## src/inc/oap_pkg.sv

```systemverilog
// constants, states and carrier types of the self-programming sequencer
package oap_pkg;
  // --------------------------------------------------------------
  // mode codes and memory map
  // --------------------------------------------------------------
  localparam logic [3:0] MODE_CODE_AUTO = 4'hC;
  localparam logic [3:0] MODE_CODE_DUMP = 4'h6;
  localparam logic [15:0] EXT_WIDTH = 16'h4014;
  localparam logic [15:0] EXT_KEY = 16'h4020;
  localparam logic [15:0] INT_BASE = 16'h2000;
  localparam logic [15:0] INT_KEY = 16'h2020;
  localparam logic [15:0] INT_CFG_ZERO = 16'h2018;
  localparam logic [15:0] MAP_OFFSET = 16'h2000;
  localparam logic [1:0] BUS_WINDOW = 2'h1;
  localparam logic [15:0] BANK_SPLIT = 16'h8000;
  localparam logic [15:0] BANK_LOW_OFFSET = 16'h8000;
  localparam logic [15:0] DUMP_LOW_BASE = 16'h2000;
  localparam logic [15:0] DUMP_HIGH_BASE = 16'h5000;
  localparam logic [15:0] BLANK_WORD = 16'hFFFF;
  localparam logic [2:0] KEY_LAST = 3'h7;
  localparam int LOCK_BIT_LO = 6;
  localparam int LOCK_BIT_HI = 7;
  // programming configuration loaded into the chip config registers
  localparam logic [15:0] PROG_CFG_VALUE = 16'hFFFF;
  // --------------------------------------------------------------
  // timing and register file
  // --------------------------------------------------------------
  localparam int WIDTH_TICK_CYCLES = 1;
  localparam logic [11:0] REG_STATUS = 12'h000;
  localparam logic [11:0] REG_ADDR = 12'h004;
  localparam logic [11:0] REG_FAILS = 12'h008;
  localparam logic [11:0] REG_CTRL = 12'h00C;
  localparam logic [11:0] REG_WIDTH = 12'h010;
  localparam logic CTRL_RESET = 1'b0;
  localparam logic [1:0] MD_NONE = 2'h0;
  localparam logic [1:0] MD_AUTO = 2'h1;
  localparam logic [1:0] MD_DUMP = 2'h2;

  typedef enum logic [3:0] {
    ST_BOOT = 4'h0, ST_CCB_RD = 4'h1, ST_KEY_RD = 4'h2, ST_KEY_CMP = 4'h3,
    ST_WIDTH_RD = 4'h4, ST_SCAN_RD = 4'h5, ST_PULSE = 4'h6, ST_VERIFY = 4'h7,
    ST_NEXT = 4'h8, ST_DUMP_RD = 4'h9, ST_DUMP_WR = 4'hA, ST_DONE = 4'hB,
    ST_HANG = 4'hC, ST_IDLE = 4'hD
  } oap_state_type;

  typedef struct packed {
    logic we;
    logic [15:0] addr;
    logic [15:0] wdata;
  } oap_ext_req_type;

  typedef struct packed {
    logic busy;
    logic hi;
    logic done;
    oap_ext_req_type req;
    logic [15:0] word;
  } oap_port_st_type;

  typedef struct packed {
    logic active;
    logic done;
    logic [15:0] div;
    logic [15:0] cnt;
  } oap_timer_st_type;
endpackage

```

## src/rtl/oap_ext_port.sv

```systemverilog
// external memory port: one word per request, split into bytes on an 8-bit bus
`timescale 1ns/100ps
module oap_ext_port #(
  parameter bit BYTE_BUS = 1'b1
) (
  // clock and reset
  input wire logic pclk,
  input wire logic presetn,
  // request side
  input wire logic start,
  input oap_pkg::oap_ext_req_type req,
  output logic done,
  output logic [15:0] rdata,
  // memory bus
  input wire logic ext_ack,
  input wire logic [15:0] ext_rdata,
  output logic ext_req,
  output logic ext_we,
  output logic [15:0] ext_addr,
  output logic [15:0] ext_wdata
);
  oap_pkg::oap_port_st_type s_r;
  oap_pkg::oap_port_st_type s_nxt;

  always_comb begin
    s_nxt = s_r;
    s_nxt.done = 1'b0;
    if (!s_r.busy) begin
      if (start) begin
        s_nxt.busy = 1'b1;
        s_nxt.hi = 1'b0;
        s_nxt.req = req;
      end
    end else if (ext_ack) begin
      if (BYTE_BUS && !s_r.hi) begin
        // low byte first, high byte at the next address
        s_nxt.word[7:0] = ext_rdata[7:0];
        s_nxt.hi = 1'b1;
        s_nxt.req.addr = s_r.req.addr + 16'h0001;
        s_nxt.req.wdata = {8'h00, s_r.req.wdata[15:8]};
      end else begin
        s_nxt.busy = 1'b0;
        s_nxt.done = 1'b1;
        s_nxt.word = BYTE_BUS ? {ext_rdata[7:0], s_r.word[7:0]} : ext_rdata;
      end
    end
  end

  always_ff @(posedge pclk or negedge presetn) begin
    if (!presetn) begin
      s_r <= '0;
    end else begin
      s_r <= s_nxt;
    end
  end

  assign done = s_r.done;
  assign rdata = s_r.word;
  assign ext_req = s_r.busy;
  assign ext_we = s_r.req.we;
  assign ext_addr = s_r.req.addr;
  assign ext_wdata = s_r.req.wdata;
endmodule

```

## src/rtl/oap_pulse_timer.sv

```systemverilog
// programming pulse of a loaded width, counted in divider ticks
`timescale 1ns/100ps
module oap_pulse_timer #(
  parameter int TICK_CYCLES = oap_pkg::WIDTH_TICK_CYCLES
) (
  // clock and reset
  input wire logic pclk,
  input wire logic presetn,
  // control
  input wire logic start,
  input wire logic [15:0] width,
  output logic prog,
  output logic done
);
  localparam logic [15:0] TICK_LAST = 16'(TICK_CYCLES - 1);
  oap_pkg::oap_timer_st_type s_r;
  oap_pkg::oap_timer_st_type s_nxt;

  always_comb begin
    s_nxt = s_r;
    s_nxt.done = 1'b0;
    if (start && !s_r.active) begin
      s_nxt.active = 1'b1;
      s_nxt.div = 16'h0000;
      // a zero width still gives one tick
      s_nxt.cnt = (width == 16'h0000) ? 16'h0001 : width;
    end else if (s_r.active) begin
      if (s_r.div == TICK_LAST) begin
        s_nxt.div = 16'h0000;
        if (s_r.cnt == 16'h0001) begin
          s_nxt.active = 1'b0;
          s_nxt.done = 1'b1;
        end else begin
          s_nxt.cnt = s_r.cnt - 16'h0001;
        end
      end else begin
        s_nxt.div = s_r.div + 16'h0001;
      end
    end
  end

  always_ff @(posedge pclk or negedge presetn) begin
    if (!presetn) begin
      s_r <= '0;
    end else begin
      s_r <= s_nxt;
    end
  end

  assign prog = s_r.active;
  assign done = s_r.done;
endmodule

```

## src/rtl/oap_sequencer.sv

```systemverilog
// self-programming and dump sequencer with its register slave
`timescale 1ns/100ps
module oap_sequencer #(
  parameter bit BANKED = 1'b0,
  parameter bit HAS_BW_PIN = 1'b1,
  parameter logic [15:0] OTP_LAST = 16'h4FFE,
  parameter logic [7:0] PULSES = 8'h19
) (
  // clock and reset
  input wire logic pclk,
  input wire logic presetn,
  // apb slave
  input wire logic [11:0] paddr,
  input wire logic psel,
  input wire logic penable,
  input wire logic pwrite,
  input wire logic [31:0] pwdata,
  output logic [31:0] prdata,
  output logic pready,
  output logic pslverr,
  // straps and fuses
  input wire logic [3:0] mode_select_inputs,
  input wire logic external_fetch_disable_fuse,
  // external memory bus
  input wire logic ext_ack,
  input wire logic [15:0] ext_rdata,
  output logic ext_req,
  output logic ext_we,
  output logic [15:0] ext_addr,
  output logic [15:0] ext_wdata,
  output logic bank_select_high,
  output logic bank_select_low,
  output logic bus_width_8,
  // internal array
  input wire logic [15:0] otp_rdata,
  output logic [15:0] otp_addr,
  output logic [15:0] otp_wdata,
  output logic otp_prog,
  // status
  output logic programming_active_n,
  output logic verify_ok_flag,
  output logic [15:0] chip_config_registers
);
  typedef struct packed {
    oap_pkg::oap_state_type state;
    logic [1:0] mode;
    logic sub;
    logic [15:0] int_addr;
    logic [2:0] key_idx;
    logic [7:0] pulse_cnt;
    logic [15:0] pulse_width_value;
    logic [15:0] word;
    logic [15:0] fails;
    logic act_n;
    logic ver_ok;
    logic ext_start;
    oap_pkg::oap_ext_req_type req;
    logic [1:0] bank;
    logic pulse_start;
    logic [15:0] otp_addr;
    logic [15:0] otp_wdata;
    logic [15:0] cfg_regs;
    logic hold;
    logic pready;
    logic pslverr;
    logic [31:0] prdata;
    logic bw8;
  } oap_seq_st_type;

  oap_seq_st_type s_r;
  oap_seq_st_type s_nxt;
  logic ext_done;
  logic [15:0] ext_word;
  logic pulse_done;

  // --------------------------------------------------------------
  // address maps
  // --------------------------------------------------------------
  function automatic logic [17:0] map_auto(input logic [15:0] a);
    logic [15:0] circ;
    circ = a + oap_pkg::MAP_OFFSET;
    if (BANKED) begin
      if (a < oap_pkg::BANK_SPLIT) begin
        map_auto = {2'b00, a + oap_pkg::BANK_LOW_OFFSET};
      end else begin
        map_auto = {2'b01, a};
      end
    end else begin
      map_auto = {circ[15:14], oap_pkg::BUS_WINDOW, circ[13:0]};
    end
  endfunction

  function automatic logic [17:0] map_dump(input logic [15:0] a);
    logic [15:0] off;
    off = 16'h0000;
    if (BANKED) begin
      if (a < oap_pkg::BANK_SPLIT) begin
        off = a - oap_pkg::INT_BASE;
        map_dump = {2'b00, oap_pkg::DUMP_LOW_BASE + {1'b0, off[15:1]}};
      end else begin
        off = a - oap_pkg::BANK_SPLIT;
        map_dump = {2'b00, oap_pkg::DUMP_HIGH_BASE + {1'b0, off[15:1]}};
      end
    end else begin
      map_dump = map_auto(a);
    end
  endfunction

  function automatic logic [31:0] reg_read(input oap_seq_st_type s, input logic [11:0] a);
    case (a)
      oap_pkg::REG_STATUS: reg_read = {20'h00000, s.bw8, s.ver_ok, s.act_n, 1'b0, s.mode,
                                       s.sub, 1'b0, s.state};
      oap_pkg::REG_ADDR: reg_read = {16'h0000, s.int_addr};
      oap_pkg::REG_FAILS: reg_read = {16'h0000, s.fails};
      oap_pkg::REG_CTRL: reg_read = {31'h00000000, s.hold};
      oap_pkg::REG_WIDTH: reg_read = {16'h0000, s.pulse_width_value};
      default: reg_read = 32'h00000000;
    endcase
  endfunction

  function automatic logic mapped(input logic [11:0] a);
    mapped = (a == oap_pkg::REG_STATUS) || (a == oap_pkg::REG_ADDR) ||
             (a == oap_pkg::REG_FAILS) || (a == oap_pkg::REG_CTRL) || (a == oap_pkg::REG_WIDTH);
  endfunction

  // --------------------------------------------------------------
  // sequencer and register slave
  // --------------------------------------------------------------
  always_comb begin
    logic [17:0] m;
    m = 18'h00000;
    s_nxt = s_r;
    s_nxt.ext_start = 1'b0;
    s_nxt.pulse_start = 1'b0;
    s_nxt.pready = 1'b0;
    s_nxt.pslverr = 1'b0;
    if (psel && !penable) begin
      s_nxt.pready = 1'b1;
      s_nxt.prdata = reg_read(s_r, paddr);
      s_nxt.pslverr = !mapped(paddr);
    end
    if (psel && penable && s_r.pready && pwrite && paddr == oap_pkg::REG_CTRL) begin
      s_nxt.hold = pwdata[0];
    end
    // hold only pauses between steps, never inside a transfer
    if (!(s_r.hold && !s_r.sub)) begin
      case (s_r.state)
        oap_pkg::ST_BOOT: begin
          s_nxt.act_n = 1'b1;
          s_nxt.bw8 = HAS_BW_PIN;
          if (mode_select_inputs == oap_pkg::MODE_CODE_AUTO) begin
            s_nxt.mode = oap_pkg::MD_AUTO;
            s_nxt.cfg_regs = oap_pkg::PROG_CFG_VALUE;
            s_nxt.otp_addr = oap_pkg::INT_CFG_ZERO;
            s_nxt.state = oap_pkg::ST_CCB_RD;
          end else if (mode_select_inputs == oap_pkg::MODE_CODE_DUMP) begin
            s_nxt.mode = oap_pkg::MD_DUMP;
            s_nxt.cfg_regs = oap_pkg::PROG_CFG_VALUE;
            if (external_fetch_disable_fuse) begin
              s_nxt.state = oap_pkg::ST_IDLE;
            end else begin
              s_nxt.state = oap_pkg::ST_KEY_RD;
            end
          end else begin
            s_nxt.state = oap_pkg::ST_IDLE;
          end
        end
        oap_pkg::ST_CCB_RD: begin
          if (!s_r.sub) begin
            s_nxt.sub = 1'b1;
          end else begin
            s_nxt.sub = 1'b0;
            // a programmed lock bit reads as zero
            if (!otp_rdata[oap_pkg::LOCK_BIT_LO] || !otp_rdata[oap_pkg::LOCK_BIT_HI]) begin
              s_nxt.state = oap_pkg::ST_KEY_RD;
            end else begin
              s_nxt.state = oap_pkg::ST_WIDTH_RD;
            end
          end
        end
        oap_pkg::ST_KEY_RD: begin
          if (!s_r.sub) begin
            s_nxt.sub = 1'b1;
            s_nxt.ext_start = 1'b1;
            s_nxt.bank = 2'b00;
            s_nxt.req = '{we: 1'b0, addr: oap_pkg::EXT_KEY + {12'h000, s_r.key_idx, 1'b0},
                          wdata: 16'h0000};
          end else if (ext_done) begin
            s_nxt.sub = 1'b0;
            s_nxt.word = ext_word;
            s_nxt.otp_addr = oap_pkg::INT_KEY + {12'h000, s_r.key_idx, 1'b0};
            s_nxt.state = oap_pkg::ST_KEY_CMP;
          end
        end
        oap_pkg::ST_KEY_CMP: begin
          if (!s_r.sub) begin
            s_nxt.sub = 1'b1;
          end else begin
            s_nxt.sub = 1'b0;
            if (otp_rdata != s_r.word) begin
              s_nxt.state = oap_pkg::ST_HANG;
            end else if (s_r.key_idx == oap_pkg::KEY_LAST) begin
              s_nxt.key_idx = 3'h0;
              s_nxt.state = oap_pkg::ST_WIDTH_RD;
            end else begin
              s_nxt.key_idx = s_r.key_idx + 3'h1;
              s_nxt.state = oap_pkg::ST_KEY_RD;
            end
          end
        end
        oap_pkg::ST_WIDTH_RD: begin
          if (!s_r.sub) begin
            s_nxt.sub = 1'b1;
            s_nxt.ext_start = 1'b1;
            s_nxt.bank = 2'b00;
            s_nxt.req = '{we: 1'b0, addr: oap_pkg::EXT_WIDTH, wdata: 16'h0000};
          end else if (ext_done) begin
            s_nxt.sub = 1'b0;
            s_nxt.pulse_width_value = ext_word;
            s_nxt.act_n = 1'b0;
            s_nxt.int_addr = oap_pkg::INT_BASE;
            s_nxt.otp_addr = oap_pkg::INT_BASE;
            if (s_r.mode == oap_pkg::MD_AUTO) begin
              s_nxt.ver_ok = 1'b1;
              s_nxt.state = oap_pkg::ST_SCAN_RD;
            end else begin
              s_nxt.state = oap_pkg::ST_DUMP_RD;
            end
          end
        end
        oap_pkg::ST_SCAN_RD: begin
          if (!s_r.sub) begin
            m = map_auto(s_r.int_addr);
            s_nxt.sub = 1'b1;
            s_nxt.ext_start = 1'b1;
            s_nxt.bank = m[17:16];
            s_nxt.req = '{we: 1'b0, addr: m[15:0], wdata: 16'h0000};
          end else if (ext_done) begin
            s_nxt.sub = 1'b0;
            s_nxt.word = ext_word;
            if (ext_word == oap_pkg::BLANK_WORD) begin
              s_nxt.state = oap_pkg::ST_NEXT;
            end else begin
              s_nxt.otp_addr = s_r.int_addr;
              s_nxt.otp_wdata = ext_word;
              s_nxt.pulse_cnt = 8'h00;
              s_nxt.state = oap_pkg::ST_PULSE;
            end
          end
        end
        oap_pkg::ST_PULSE: begin
          if (!s_r.sub) begin
            s_nxt.sub = 1'b1;
            s_nxt.pulse_start = 1'b1;
          end else if (pulse_done) begin
            s_nxt.sub = 1'b0;
            if (s_r.pulse_cnt == PULSES - 8'h01) begin
              s_nxt.state = oap_pkg::ST_VERIFY;
            end else begin
              s_nxt.pulse_cnt = s_r.pulse_cnt + 8'h01;
            end
          end
        end
        oap_pkg::ST_VERIFY: begin
          if (!s_r.sub) begin
            s_nxt.sub = 1'b1;
          end else begin
            s_nxt.sub = 1'b0;
            if (otp_rdata != s_r.word) begin
              s_nxt.ver_ok = 1'b0;
              s_nxt.fails = s_r.fails + 16'h0001;
            end
            s_nxt.state = oap_pkg::ST_NEXT;
          end
        end
        oap_pkg::ST_NEXT: begin
          if (s_r.int_addr == OTP_LAST) begin
            s_nxt.act_n = 1'b1;
            s_nxt.state = oap_pkg::ST_DONE;
          end else begin
            s_nxt.int_addr = s_r.int_addr + 16'h0002;
            s_nxt.otp_addr = s_r.int_addr + 16'h0002;
            s_nxt.state = (s_r.mode == oap_pkg::MD_AUTO) ? oap_pkg::ST_SCAN_RD :
                                                            oap_pkg::ST_DUMP_RD;
          end
        end
        oap_pkg::ST_DUMP_RD: begin
          if (!s_r.sub) begin
            s_nxt.sub = 1'b1;
          end else begin
            s_nxt.sub = 1'b0;
            s_nxt.word = otp_rdata;
            s_nxt.state = oap_pkg::ST_DUMP_WR;
          end
        end
        oap_pkg::ST_DUMP_WR: begin
          if (!s_r.sub) begin
            m = map_dump(s_r.int_addr);
            s_nxt.sub = 1'b1;
            s_nxt.ext_start = 1'b1;
            s_nxt.bank = m[17:16];
            s_nxt.req = '{we: 1'b1, addr: m[15:0], wdata: s_r.word};
          end else if (ext_done) begin
            s_nxt.sub = 1'b0;
            s_nxt.state = oap_pkg::ST_NEXT;
          end
        end
        oap_pkg::ST_DONE, oap_pkg::ST_HANG, oap_pkg::ST_IDLE: begin
          s_nxt.state = s_r.state;
        end
        default: begin
          s_nxt.state = oap_pkg::ST_HANG;
        end
      endcase
    end
  end

  always_ff @(posedge pclk or negedge presetn) begin
    if (!presetn) begin
      s_r <= '0;
      s_r.state <= oap_pkg::ST_BOOT;
      s_r.act_n <= 1'b0;
      s_r.hold <= oap_pkg::CTRL_RESET;
    end else begin
      s_r <= s_nxt;
    end
  end

  // --------------------------------------------------------------
  // bus port and pulse timer
  // --------------------------------------------------------------
  oap_ext_port #(.BYTE_BUS(HAS_BW_PIN)) u_port (
    .pclk(pclk),
    .presetn(presetn),
    .start(s_r.ext_start),
    .req(s_r.req),
    .done(ext_done),
    .rdata(ext_word),
    .ext_ack(ext_ack),
    .ext_rdata(ext_rdata),
    .ext_req(ext_req),
    .ext_we(ext_we),
    .ext_addr(ext_addr),
    .ext_wdata(ext_wdata)
  );

  oap_pulse_timer #(.TICK_CYCLES(oap_pkg::WIDTH_TICK_CYCLES)) u_timer (
    .pclk(pclk),
    .presetn(presetn),
    .start(s_r.pulse_start),
    .width(s_r.pulse_width_value),
    .prog(otp_prog),
    .done(pulse_done)
  );

  assign prdata = s_r.prdata;
  assign pready = s_r.pready;
  assign pslverr = s_r.pslverr;
  assign bank_select_high = s_r.bank[1];
  assign bank_select_low = s_r.bank[0];
  assign bus_width_8 = s_r.bw8;
  assign otp_addr = s_r.otp_addr;
  assign otp_wdata = s_r.otp_wdata;
  assign programming_active_n = s_r.act_n;
  assign verify_ok_flag = s_r.ver_ok;
  assign chip_config_registers = s_r.cfg_regs;
endmodule

```

## config.mk

```make
export PLATFORM = sky130hd
export DESIGN_NAME = oap_sequencer
export DESIGN_NICKNAME = d
export VERILOG_FILES = /design/src/inc/oap_pkg.sv /design/src/rtl/oap_ext_port.sv /design/src/rtl/oap_pulse_timer.sv /design/src/rtl/oap_sequencer.sv
export SDC_FILE = /design/constraint.sdc
export NUM_CORES = 1
export LEC_CHECK = 0
export BUFFER_PORTS_ARGS = -buffer_cell sky130_fd_sc_hd__buf_2
export CORE_MARGIN = 4
export CORE_UTILIZATION = 50
export CTS_CLUSTER_DIAMETER = 100
export CTS_CLUSTER_SIZE = 40
export DETAILED_ROUTE_END_ITERATION = 7
export GPL_TIMING_DRIVEN = 0
export PLACE_DENSITY = 0.71
export SYNTH_ARGS = -nofsm -noshare
export SYNTH_HDL_FRONTEND = slang
export SYNTH_SLANG_ARGS = --single-unit
export TNS_END_PERCENT = 100
```

## constraint.sdc

```tcl
create_clock -name pclk -period 3.7 [get_ports pclk]
set_input_delay 0.185 -clock pclk [delete_from_list [all_inputs] [get_ports pclk]]
set_output_delay 0.185 -clock pclk [all_outputs]
set_load 0.005 [all_outputs]
```

-- Word-level counts from Yosys, hierarchy flattened
Index checks and enable logic that the tools add are counted.
- flip-flop bits (word level): 291
- bits of input ports: 87
- output and inout bits: 122
- add/subtract/negate cells: 10
- equality and inequality tests: 57
- multiplexer cells: 101
- bitwise operators: 6
- reduce and logical (&&, ||, !) cells: 59
- operators with widths (operator ; number):
    $mux W16 ; 18
    $mux W32 ; 7
    $pmux W16 S5 ; 2
    $mux W36 ; 4
    $pmux W36 S4 ; 1
    $mux W85 ; 1
    $mux W4 ; 21
    $mux W34 ; 2
    $mux W8 ; 8
    $pmux W16 S2 ; 2
    $add A16 B1 Y16 const B ; 3
    $mux W48 ; 1
    $pmux W4 S12 ; 1
    $ne A2 B2 Y1 const B ; 23
    $logic_not A16 Y1 ; 2
    $eq A4 B4 Y1 const B ; 7
    $eq A12 B4 Y1 const B ; 2
    $eq A4 B3 Y1 const B ; 5
    $reduce_and A5 Y1 ; 4
    $mux W17 ; 1
    $reduce_and A17 Y1 ; 1
    $add A15 B4 Y16 const A ; 1
    $add A16 B14 Y16 const B ; 1
    $add A16 B2 Y16 const B ; 1
    other kinds (44) ; 114

-- Depth between registers and ports, before layout
Gate-level depths: netlist (run 1).
- depth after elaboration: 7
- gate-level depth with buffers: 11

-- By module
From an unflattened synthesis (run 1), not the netlist that was laid out.
- cell total of the unflattened synthesis: 1497
- area total of the unflattened synthesis: 14268.7 µm²
- by module, submodules not included (module ; instances ; cells each ; area an instance (µm²)):
    oap_sequencer ; 1 ; 987 ; 9417.8
    oap_ext_port ; 1 ; 269 ; 2717.6
    oap_pulse_timer ; 1 ; 241 ; 2133.3

-- Worst setup path before layout (run 1)
OpenSTA, ideal clock, no wires.
- path type: reg2reg
- start: reg s_r[201] (netlist name)
- end: reg s_r[160] (netlist name)
- library setup time: 0.127 ns
- arrival time: 1.946 ns
- path slack: 1.627 ns
- cell stages (with the launch flop): 7
- buffers on the path: 3
- clock period less this slack: 2.073 ns
- path through: dfrtp_1 > buf_2 > buf_6 > or4b_1 > nor2_2 > buf_6 > mux2_1
- cells in the longest elaborated chain, start to end: 2
- RTL lines (what ; RTL line ; source):
    start, declared ; oap_sequencer.sv:70 ; oap_seq_st_type s_r;
    start signal, assigned ; oap_sequencer.sv:325 ; s_r <= s_nxt;
    $eq A4 B3 Y1 ; oap_sequencer.sv:147 ; case (s_r.state)
    $reduce_and A4 Y1 (no source line) ; -- ;
No other way between the ends.
A chain may end at the register's enable or synchronous reset.

-- Final worst setup path (run 1)
- start: reg s_r[147] (netlist name)
- end: reg s_r[203] (netlist name)
- cells in the longest elaborated chain, start to end: 4
- RTL lines (what ; RTL line ; source):
    $ne A16 B16 Y1 ; oap_sequencer.sv:200 ; if (otp_rdata != s_r.word) begin
    $mux W4 ; oap_sequencer.sv:200 ;
    $mux W4 ; oap_sequencer.sv:196 ; if (!s_r.sub) begin
    $pmux W4 S12 ; oap_sequencer.sv:147 ;
No other way between the ends. The select of a mux whose other input is x is not followed.

==> impl_summary.log, run 1 <==
INFO  metric synth_sequential_area_ratio = 46.4%
INFO  metric setup-violations-final = 0
INFO  metric design.final.nets = 1737
INFO  metric critPathArrivalTime = 3150 ps
INFO  metric dr_total_vias = 11600
INFO  metric number_of_non_filler_instances_in_the_completed_layout = 2015
INFO  metric critical_path_class = flop to flop
INFO  metric drt_iter0_drc = 1116
INFO  metric rows = 60
INFO  metric fmax = 363 MHz
INFO  metric clockRootBuffer = sky130_fd_sc_hd__clkbuf_16
INFO  metric drt-vias-per-instance = 5.75
INFO  metric cts_max_level = 1
INFO  metric synth_enable_flop_cells = 0
INFO  metric die_area = 30500 µm²
INFO  metric wirelength_met1 = 17.1 mm
INFO  metric final_antenna_net_count = 0
INFO  metric cellPowerDensity = 308 nW/µm²
INFO  metric wl_per_cell = 18.9 µm
INFO  metric crit_path_cell_trace = xnor2_1 > nand4_1 > nor4_2 > o211ai_1 > a311o_1 > mux2_2
INFO  metric pre_antenna_drt_iters = 6
INFO  metric grt_util_all_layers = 24.5%
INFO  metric finalCriticalPeriod = 2760 ps
INFO  metric dpl-instance-area = 15300 µm²
INFO  metric wl_met2 = 17.2 mm
INFO  metric chipWidth = 175 µm
INFO  metric critPathMaxStageDelay = 940 ps
INFO  metric antenna-diode-count = 0
INFO  metric rsz0062_at_grt = no
INFO  metric endpoint_kind = flop
INFO  metric detailed_place_hpwl = 28.0 mm
INFO  metric worst_min_delay_path_class = input port to flop
INFO  metric placed_cells = 1981
INFO  metric maxSlewHeadroom = 30.0%
INFO  metric timing_max_transition_violations_final = 0
INFO  metric worst_ir_drop_vdd = 0.305 mV
INFO  metric met3RoutedLength = 2.63 mm
INFO  metric synth_area = 13900 µm²
INFO  metric timing_hold_violations_final = 0
INFO  metric slowest_stage = sky130_fd_sc_hd__nor4_2
INFO  metric timing.final.crit_share = 74.5%
INFO  metric insertion_delay = 500 ps
INFO  metric synth_cell_types = 90
INFO  metric cts-resized-gates = 0
INFO  metric ys_seq_elements = 258
INFO  metric global_route.overflow_total = 0
INFO  metric result_of_the_run = finished, final reports clean
INFO  metric timing.critical_path.fanout_max = 6
INFO  metric die_height = 175 µm
INFO  metric static-leakage-power = 0.00739 µW
INFO  metric grt_first_pass_wirelength = 61.4 mm
INFO  metric synth-warning-count = 0
INFO  metric critical_path.startpoint_type = flop
INFO  metric finalHoldWorstSlack = 8.55 ps
INFO  metric average_size_of_a_mapped_cell = 9.66 µm²
INFO  metric core_area = 27200 µm²
INFO  metric boundaryPins = 209
INFO  metric clock-sinks = 258
INFO  metric cts_buffers = 12
INFO  metric primary_flip_flop_cell_chosen_by_synthesis_mapping = sky130_fd_sc_hd__dfrtp_1
INFO  metric antenna_found_initial = 0
INFO  metric tightest_pin_transition = 1040 ps
INFO  metric maxUsedRoutingLayer = met4
INFO  metric final_layout_size_suffix_gt1_share = 23.1%
INFO  metric drv.max_cap_violation_count = 0
INFO  metric final.setup_skew = 17.8 ps
INFO  metric start_util = 51.2%
INFO  metric cts.repair_timing.setup_buffer_count = 0
INFO  metric area_growth = 13.6%
INFO  metric worstPathRequired = 4090 ps
INFO  metric drt-total-wl = 38.0 mm
INFO  metric synth_async_sr_flop_share = 100%
INFO  metric gp_congestion = 1.01
INFO  metric placement.io_buffers = 152
INFO  metric cts_tree = yes
INFO  metric via_count_of_the_first_global_routing_pass = 11200
INFO  metric postSynthCellCount = 1440
INFO  metric grt_start_max_net_pins = 116
INFO  metric post-route-cell-area = 15800 µm²
INFO  metric drc = 0
INFO  metric clock_path_buffers = 3
INFO  metric clk_pin_slew_worst_paths = 140 ps
INFO  metric hold_buffers = 15
[final cells by class]
type,count,area (µm²)
Sequential cell,258,6460
Buffer,191,1200
Clock inverter,5,63.8
Multi-Input combinational cell,976,6200
Tap cell,372,465
Fill cell,2448,11400
Inverter,30,113
Clock buffer,14,329
Timing Repair Buffer,169,976
[synthesized netlist by cell type, drive strengths merged (5+ instances only)]
| library cell | number | area, µm² |
|---|---|---|
| a22oi | 12 | 90.1 |
| o21ai | 127 | 639 |
| a31oi | 5 | 31.3 |
| inv | 29 | 109 |
| nor4 | 22 | 199 |
| nor2b | 14 | 87.6 |
| dfrtp | 258 | 6460 |
| mux2i | 28 | 280 |
| nor4b | 5 | 56.3 |
| nor3 | 29 | 145 |
| xnor2 | 30 | 263 |
| buf | 138 | 997 |
| nor3b | 7 | 68.8 |
| a21oi | 45 | 236 |
| nand3 | 51 | 260 |
| a222oi | 8 | 80.1 |
| a21o | 5 | 37.5 |
| o31ai | 15 | 118 |
| o211ai | 8 | 65.1 |
| nand2 | 181 | 684 |
| ha | 12 | 150 |
| nand4 | 28 | 181 |
| clkbuf | 53 | 199 |
| a221o | 10 | 100 |
| and4 | 10 | 87.6 |
| xor2 | 17 | 149 |
| mux2 | 61 | 687 |
| nand2b | 20 | 128 |
| a221oi | 14 | 123 |
| and3 | 16 | 100 |
| and2 | 10 | 62.6 |
| nor2 | 94 | 358 |
| a22o | 12 | 105 |
[flip-flops by register name (all words and copies together), names as in the netlist, 16 cells and up]
| name | flops |
|---|---|
| u_port.ext_addr | 16 |
| prdata | 16 |
| u_timer.s_r | 32 |
| s_r | 116 |
| u_port.ext_wdata | 16 |
| otp_wdata | 16 |
| u_port.rdata | 16 |
| otp_addr | 16 |
[logic make-up after synthesis]
kind of cell | after synthesis | synth area share (%)
simple gates | 505 | 18.5
compound gates | 307 | 14.6
flops | 258 | 46.4
buf+inv | 221 | 9.41
mux | 89 | 6.96
xor+xnor | 47 | 2.96
fa+ha+maj | 12 | 1.08
other cells | 1 | 0.0270
[worst max-delay path: cells and delay by family (launching register included)]
| family | cells | cell delay, ps |
|---|---|---|
| AO/OA/AOI/OAI | 2 | 670 |
| XOR/XNOR | 1 | 170 |
| flip-flops | 1 | 450 |
| multiplexers | 1 | 260 |
| AND/OR/NAND/NOR | 2 | 1110 |
[final timing paths]
check                           slack (ps)            startpoint                               to  cells past startpoint
worst max-delay path                   940  s_r[147]$_DFFE_PN0P_             s_r[203]$_DFFE_PN0P_                      6
worst min-delay path                     9         otp_rdata[10]             s_r[149]$_DFFE_PN0P_                      3
worst max register to register         940  s_r[147]$_DFFE_PN0P_             s_r[203]$_DFFE_PN0P_                      6
worst min register to register         480  s_r[138]$_DFFE_PN0P_             s_r[138]$_DFFE_PN0P_                      1
max in group asynchronous             2510               presetn  u_port.ext_addr[11]$_DFFE_PN0P_                      3
min in group asynchronous              230               presetn             s_r[130]$_DFFE_PN0P_                      2
[routing by layer]
layer	track usage, %	vias to the layer above
met5	0	-
met2	38.2	434
met4	7.20	0
met3	3.50	60
li1	-	5434
met1	35.9	5658
[per-stage QoR]
| stage | utilization [%] | TNS [ps] | power (µW) | setup WS, ps |
|---|---|---|---|---|
| after floorplan | - | 0 | 3060 | 1630 |
| after global placement | 55.9 | -586430 | 3210 | -2310 |
| after detailed placement | 56.1 | 0 | 3220 | 1020 |
| after CTS | 58.1 | 0 | 4890 | 982 |
| after global routing | 58.1 | 0 | 5030 | 868 |
| final | 58.1 | 0 | 4860 | 945 |
[cells in the final DEF, fill, tap and decap left out, types with 15 or more instances in the layout]
cell,instances
sky130_fd_sc_hd__dfrtp_1,258
sky130_fd_sc_hd__nand2_1,179
sky130_fd_sc_hd__buf_2,168
sky130_fd_sc_hd__buf_4,116
sky130_fd_sc_hd__o21ai_0,93
sky130_fd_sc_hd__nor2_1,92
sky130_fd_sc_hd__clkbuf_1,54
sky130_fd_sc_hd__nand3_1,50
sky130_fd_sc_hd__mux2_2,47
sky130_fd_sc_hd__a21oi_1,44
sky130_fd_sc_hd__o21ai_1,33
sky130_fd_sc_hd__xnor2_1,30
sky130_fd_sc_hd__nor3_1,29
sky130_fd_sc_hd__inv_1,28
sky130_fd_sc_hd__mux2i_1,28
sky130_fd_sc_hd__nand4_1,27
sky130_fd_sc_hd__nand2b_1,19
sky130_fd_sc_hd__xor2_1,17
sky130_fd_sc_hd__and3_1,16
sky130_fd_sc_hd__conb_1,16
sky130_fd_sc_hd__nor4_1,15
sky130_fd_sc_hd__dlygate4sd3_1,15
[report_power, final]
group | leakage, µW | internal, µW | total, µW | switching [µW]
Clock | 0.000189 | 732 | 1680 | 951
Sequential | 0.00328 | 2850 | 2920 | 70.2
Combinational | 0.00392 | 117 | 255 | 139
Total | 0.00739 | 3700 | 4860 | 1160
No activity file was read; power rests on OpenSTA's default activity.
==> run 2, diff against run 1 <==
PLACE_DENSITY = 0.74   (was 0.71)
clock period = 2.3 ns   (was 3.7 ns; I/O delays follow)
==> run 2 against run 1 <==
  * Count of clock-buffer cells in the layout down 1
  * Die area unchanged
  * Design area up 3.3%
  * Maximum frequency up 21%
  * Clock skew up 23 ps
  * Sequential power up 62%
  * Largest cell class unchanged
  * Largest power group unchanged
  * Highest routed layer unchanged
==> impl_summary.log, run 2 (synthesis gave the netlist of run 1 again) <==
INFO  metric pre_antenna_drt_iters = 8 (+2)
INFO  metric antenna_found_initial = 0 (unchanged)
INFO  metric layout.core_utilization = 60.0% (+1.9 points)
INFO  metric mostFrequentLayoutCell = sky130_fd_sc_hd__dfrtp_1
INFO  metric cellPowerDensity = 489 nW/µm² (+59%)
INFO  metric result_of_the_run = finished, final reports clean
INFO  metric timing.final.ws_setup = 17.8 ps (-927 ps)
INFO  metric die_area = 30500 µm² (unchanged)
INFO  metric final.setup.tns = 0 ps (unchanged)
INFO  metric place_worst_setup_slack = -288 ps (-1300 ps)
INFO  metric final_antenna_net_count = 0 (unchanged)
INFO  metric drt_iter0_drc = 1257 (+13%)
INFO  metric totalPowerFinal = 7990 µW (+64%)
INFO  metric grt_first_pass_wirelength = 63.3 mm (+3.1%)
INFO  metric static-leakage-power = 0.00766 µW (+3.7%)
INFO  metric clk_pin_slew_worst_paths = 120 ps (-20 ps)
INFO  metric drc = 0 (unchanged)
INFO  metric timing_max_transition_violations_final = 0 (unchanged)
INFO  metric via_count_of_the_first_global_routing_pass = 11600 (+4.1%)
INFO  metric drt-vias-per-instance = 5.83 (+1.5%)
INFO  metric boundaryPins = 209 (unchanged)
INFO  metric setup-violations-final = 0 (unchanged)
INFO  metric worst_min_delay_path_class = input port to flop
INFO  metric worstPathRequired = 2690 ps (-1400 ps)
INFO  metric finalCriticalPeriod = 2280 ps (-473 ps)
INFO  metric dr_total_vias = 11900 (+2.5%)
INFO  metric clock-sinks = 258 (unchanged)
INFO  metric maxSlewHeadroom = 41.7% (+12 points)
INFO  metric timing.final.crit_share = 99.2% (+25 points)
INFO  metric area_growth = 17.3%
INFO  metric timing.critical_path.fanout_max = 10 (+4)
INFO  metric antenna-diode-count = 0 (unchanged)
INFO  metric wl_per_cell = 19.3 µm (+2.5%)
INFO  metric cts_tree = yes
INFO  metric sequentialPowerShare = 59.1% (-1.0 points)
INFO  metric fmax = 438 MHz (+21%)
INFO  metric start_util = 51.2% (unchanged)
INFO  metric endpoint_kind = flop
INFO  metric die_height = 175 µm (unchanged)
INFO  metric worst_ir_drop_vdd = 0.411 mV (+35%)
INFO  metric switching_share = 25.5% (+1.6 points)
INFO  metric finalHoldWorstSlack = 40.7 ps (+32.2 ps)
INFO  metric power_switching = 2030 µW (+75%)
INFO  metric grt_start_max_net_pins = 118 (+1.7%)
INFO  metric clock_path_buffers = 3 (unchanged)
INFO  metric gp_congestion = 0.979 (-3.5%)
INFO  metric final_layout_size_suffix_gt1_share = 26.2% (+3.1 points)
INFO  metric flip_flop_count_of_the_largest_register_all_copies_and_words_added = 116 (unchanged)
INFO  metric global_route.overflow_total = 0 (unchanged)
INFO  metric power_report.internal_total = 5950 µW (+61%)
INFO  metric critical_path_class = flop to flop
INFO  metric critPathArrivalTime = 2670 ps (-480 ps)
INFO  metric share_comb_of_total_power = 5.5% (+0.2 points)
INFO  metric design.final.nets = 1758 (+1.2%)
INFO  metric rows = 60 (unchanged)
INFO  metric drt-total-wl = 39.4 mm (+3.5%)
INFO  metric share_clk_of_total_power = 35.4% (+0.8 points)
INFO  metric final.setup_skew = 40.4 ps (+22.5 ps)
INFO  metric rsz0062_at_grt = yes
INFO  metric insertion_delay = 520 ps (+20 ps)
INFO  metric cts_buffers = 12 (unchanged)
INFO  metric critical_path.startpoint_type = flop
INFO  metric drv.max_cap_violation_count = 0 (unchanged)
INFO  metric grt_util_all_layers = 25.2% (+0.69 points)
INFO  metric cts_max_level = 1 (unchanged)
INFO  metric timing_hold_violations_final = 0 (unchanged)
INFO  metric clockRootBuffer = sky130_fd_sc_hd__clkbuf_16
INFO  metric core_area = 27200 µm² (unchanged)
INFO  metric chipWidth = 175 µm (unchanged)
INFO  metric layout_top_registers = s_r x116, u_timer.s_r x32
INFO  metric layout_common_cells = sky130_fd_sc_hd__dfrtp_1, sky130_fd_sc_hd__nand2_1, sky130_fd_sc_hd__buf_2
INFO  metric detailed_place_hpwl = 28.4 mm (+1.5%)
INFO  metric tightest_pin_transition = 867 ps (-174 ps)
INFO  metric placement.io_buffers = 152 (unchanged)
INFO  metric top_register = s_r
==> run 2: changes by cell type in the layout (fill, tap and decap cells not counted), sizes merged <==
| cell | delta |
|---|---|
| bufinv | -1 |
| inv | +1 |
| clkbuf | -1 |
| buf | +6 |
| dlygate4sd3 | +15 |
| clkinv | +1 |
==> run 2: worst max-delay path, cell delays in order (launching register included) <==
cell and delay, ps:
sky130_fd_sc_hd__dfrtp_2 500, sky130_fd_sc_hd__nand4_1 180, sky130_fd_sc_hd__nor4_4 300, sky130_fd_sc_hd__buf_4 190
sky130_fd_sc_hd__nor4_4 50, sky130_fd_sc_hd__buf_4 190, sky130_fd_sc_hd__buf_12 130, sky130_fd_sc_hd__buf_4 170
sky130_fd_sc_hd__a222oi_1 370, sky130_fd_sc_hd__o21ai_1 110
==> run 2: layout make-up <==
cell class / count / area [µm²]
flip-flops and latches: 258 / 6470
multi-input cells: 976 / 6390
repair buffers: 195 / 1230
fillers: 2338 / 10900
inverters: 30 / 113
plain buffers: 186 / 1220
clock buffers: 13 / 325
well taps: 372 / 465
clock inverters: 6 / 114
==> run 2: path summary, 6_finish.rpt <==
check | start | to | slack, ps | cells past startpoint
setup / recovery | u_port.rdata[10]$_DFFE_PN0P_ | otp_addr[2]$_DFFE_PN0P_ | 20 | 9
hold / removal | paddr[3] | prdata[0]$_DFFE_PN0P_ | 40 | 4
setup reg to reg | u_port.rdata[10]$_DFFE_PN0P_ | otp_addr[2]$_DFFE_PN0P_ | 20 | 9
hold reg to reg | s_r[138]$_DFFE_PN0P_ | s_r[138]$_DFFE_PN0P_ | 500 | 1
max in group asynchronous | presetn | u_port.rdata[10]$_DFFE_PN0P_ | 1120 | 3
min in group asynchronous | presetn | pready$_DFF_PN0_ | 150 | 2
==> run 2: power groups by stage <==
stage | sequential [µW] | clock, µW | combinational, µW
after floorplan | 4730 | 0 | 185
after detailed placement | 4800 | 0 | 394
after CTS | 4710 | 2910 | 441
final | 4720 | 2830 | 439
after global routing | 4720 | 3060 | 492
after global placement | 4790 | 0 | 372
==> run 2: what timing repair did <==
item                                   in CTS  in global routing
hold buffers                               30                  0
cloned                                      0                  1
setup buffers                               4                  6
setup endpoints to repair                 131                134
gates resized for setup                    26                 51
endpoints found under the hold margin     107                  0
pin swaps                                   3                  5
==> run 2: metal layers <==
| metal | up-vias | track usage (%) | part of all wire (%) |
|---|---|---|---|
| met5 | - | 0 | 0 |
| met1 | 5856 | 36.3 | 44 |
| li1 | 5449 | - | - |
| met3 | 76 | 3.05 | 6.7 |
| met4 | 0 | 6.81 | 3.0 |
| met2 | 498 | 40.8 | 46 |
==> run 2: metrics by stage <==
step / instance area (µm²) / std cells
6_report: 16300 / 2036
5_1_grt: 16300 / 2036
4_1_cts: 16100 / 2030
3_5_place_dp: 15300 / 1981
3_3_place_gp: 15200 / 1979
2_1_floorplan: 14000 / 1455
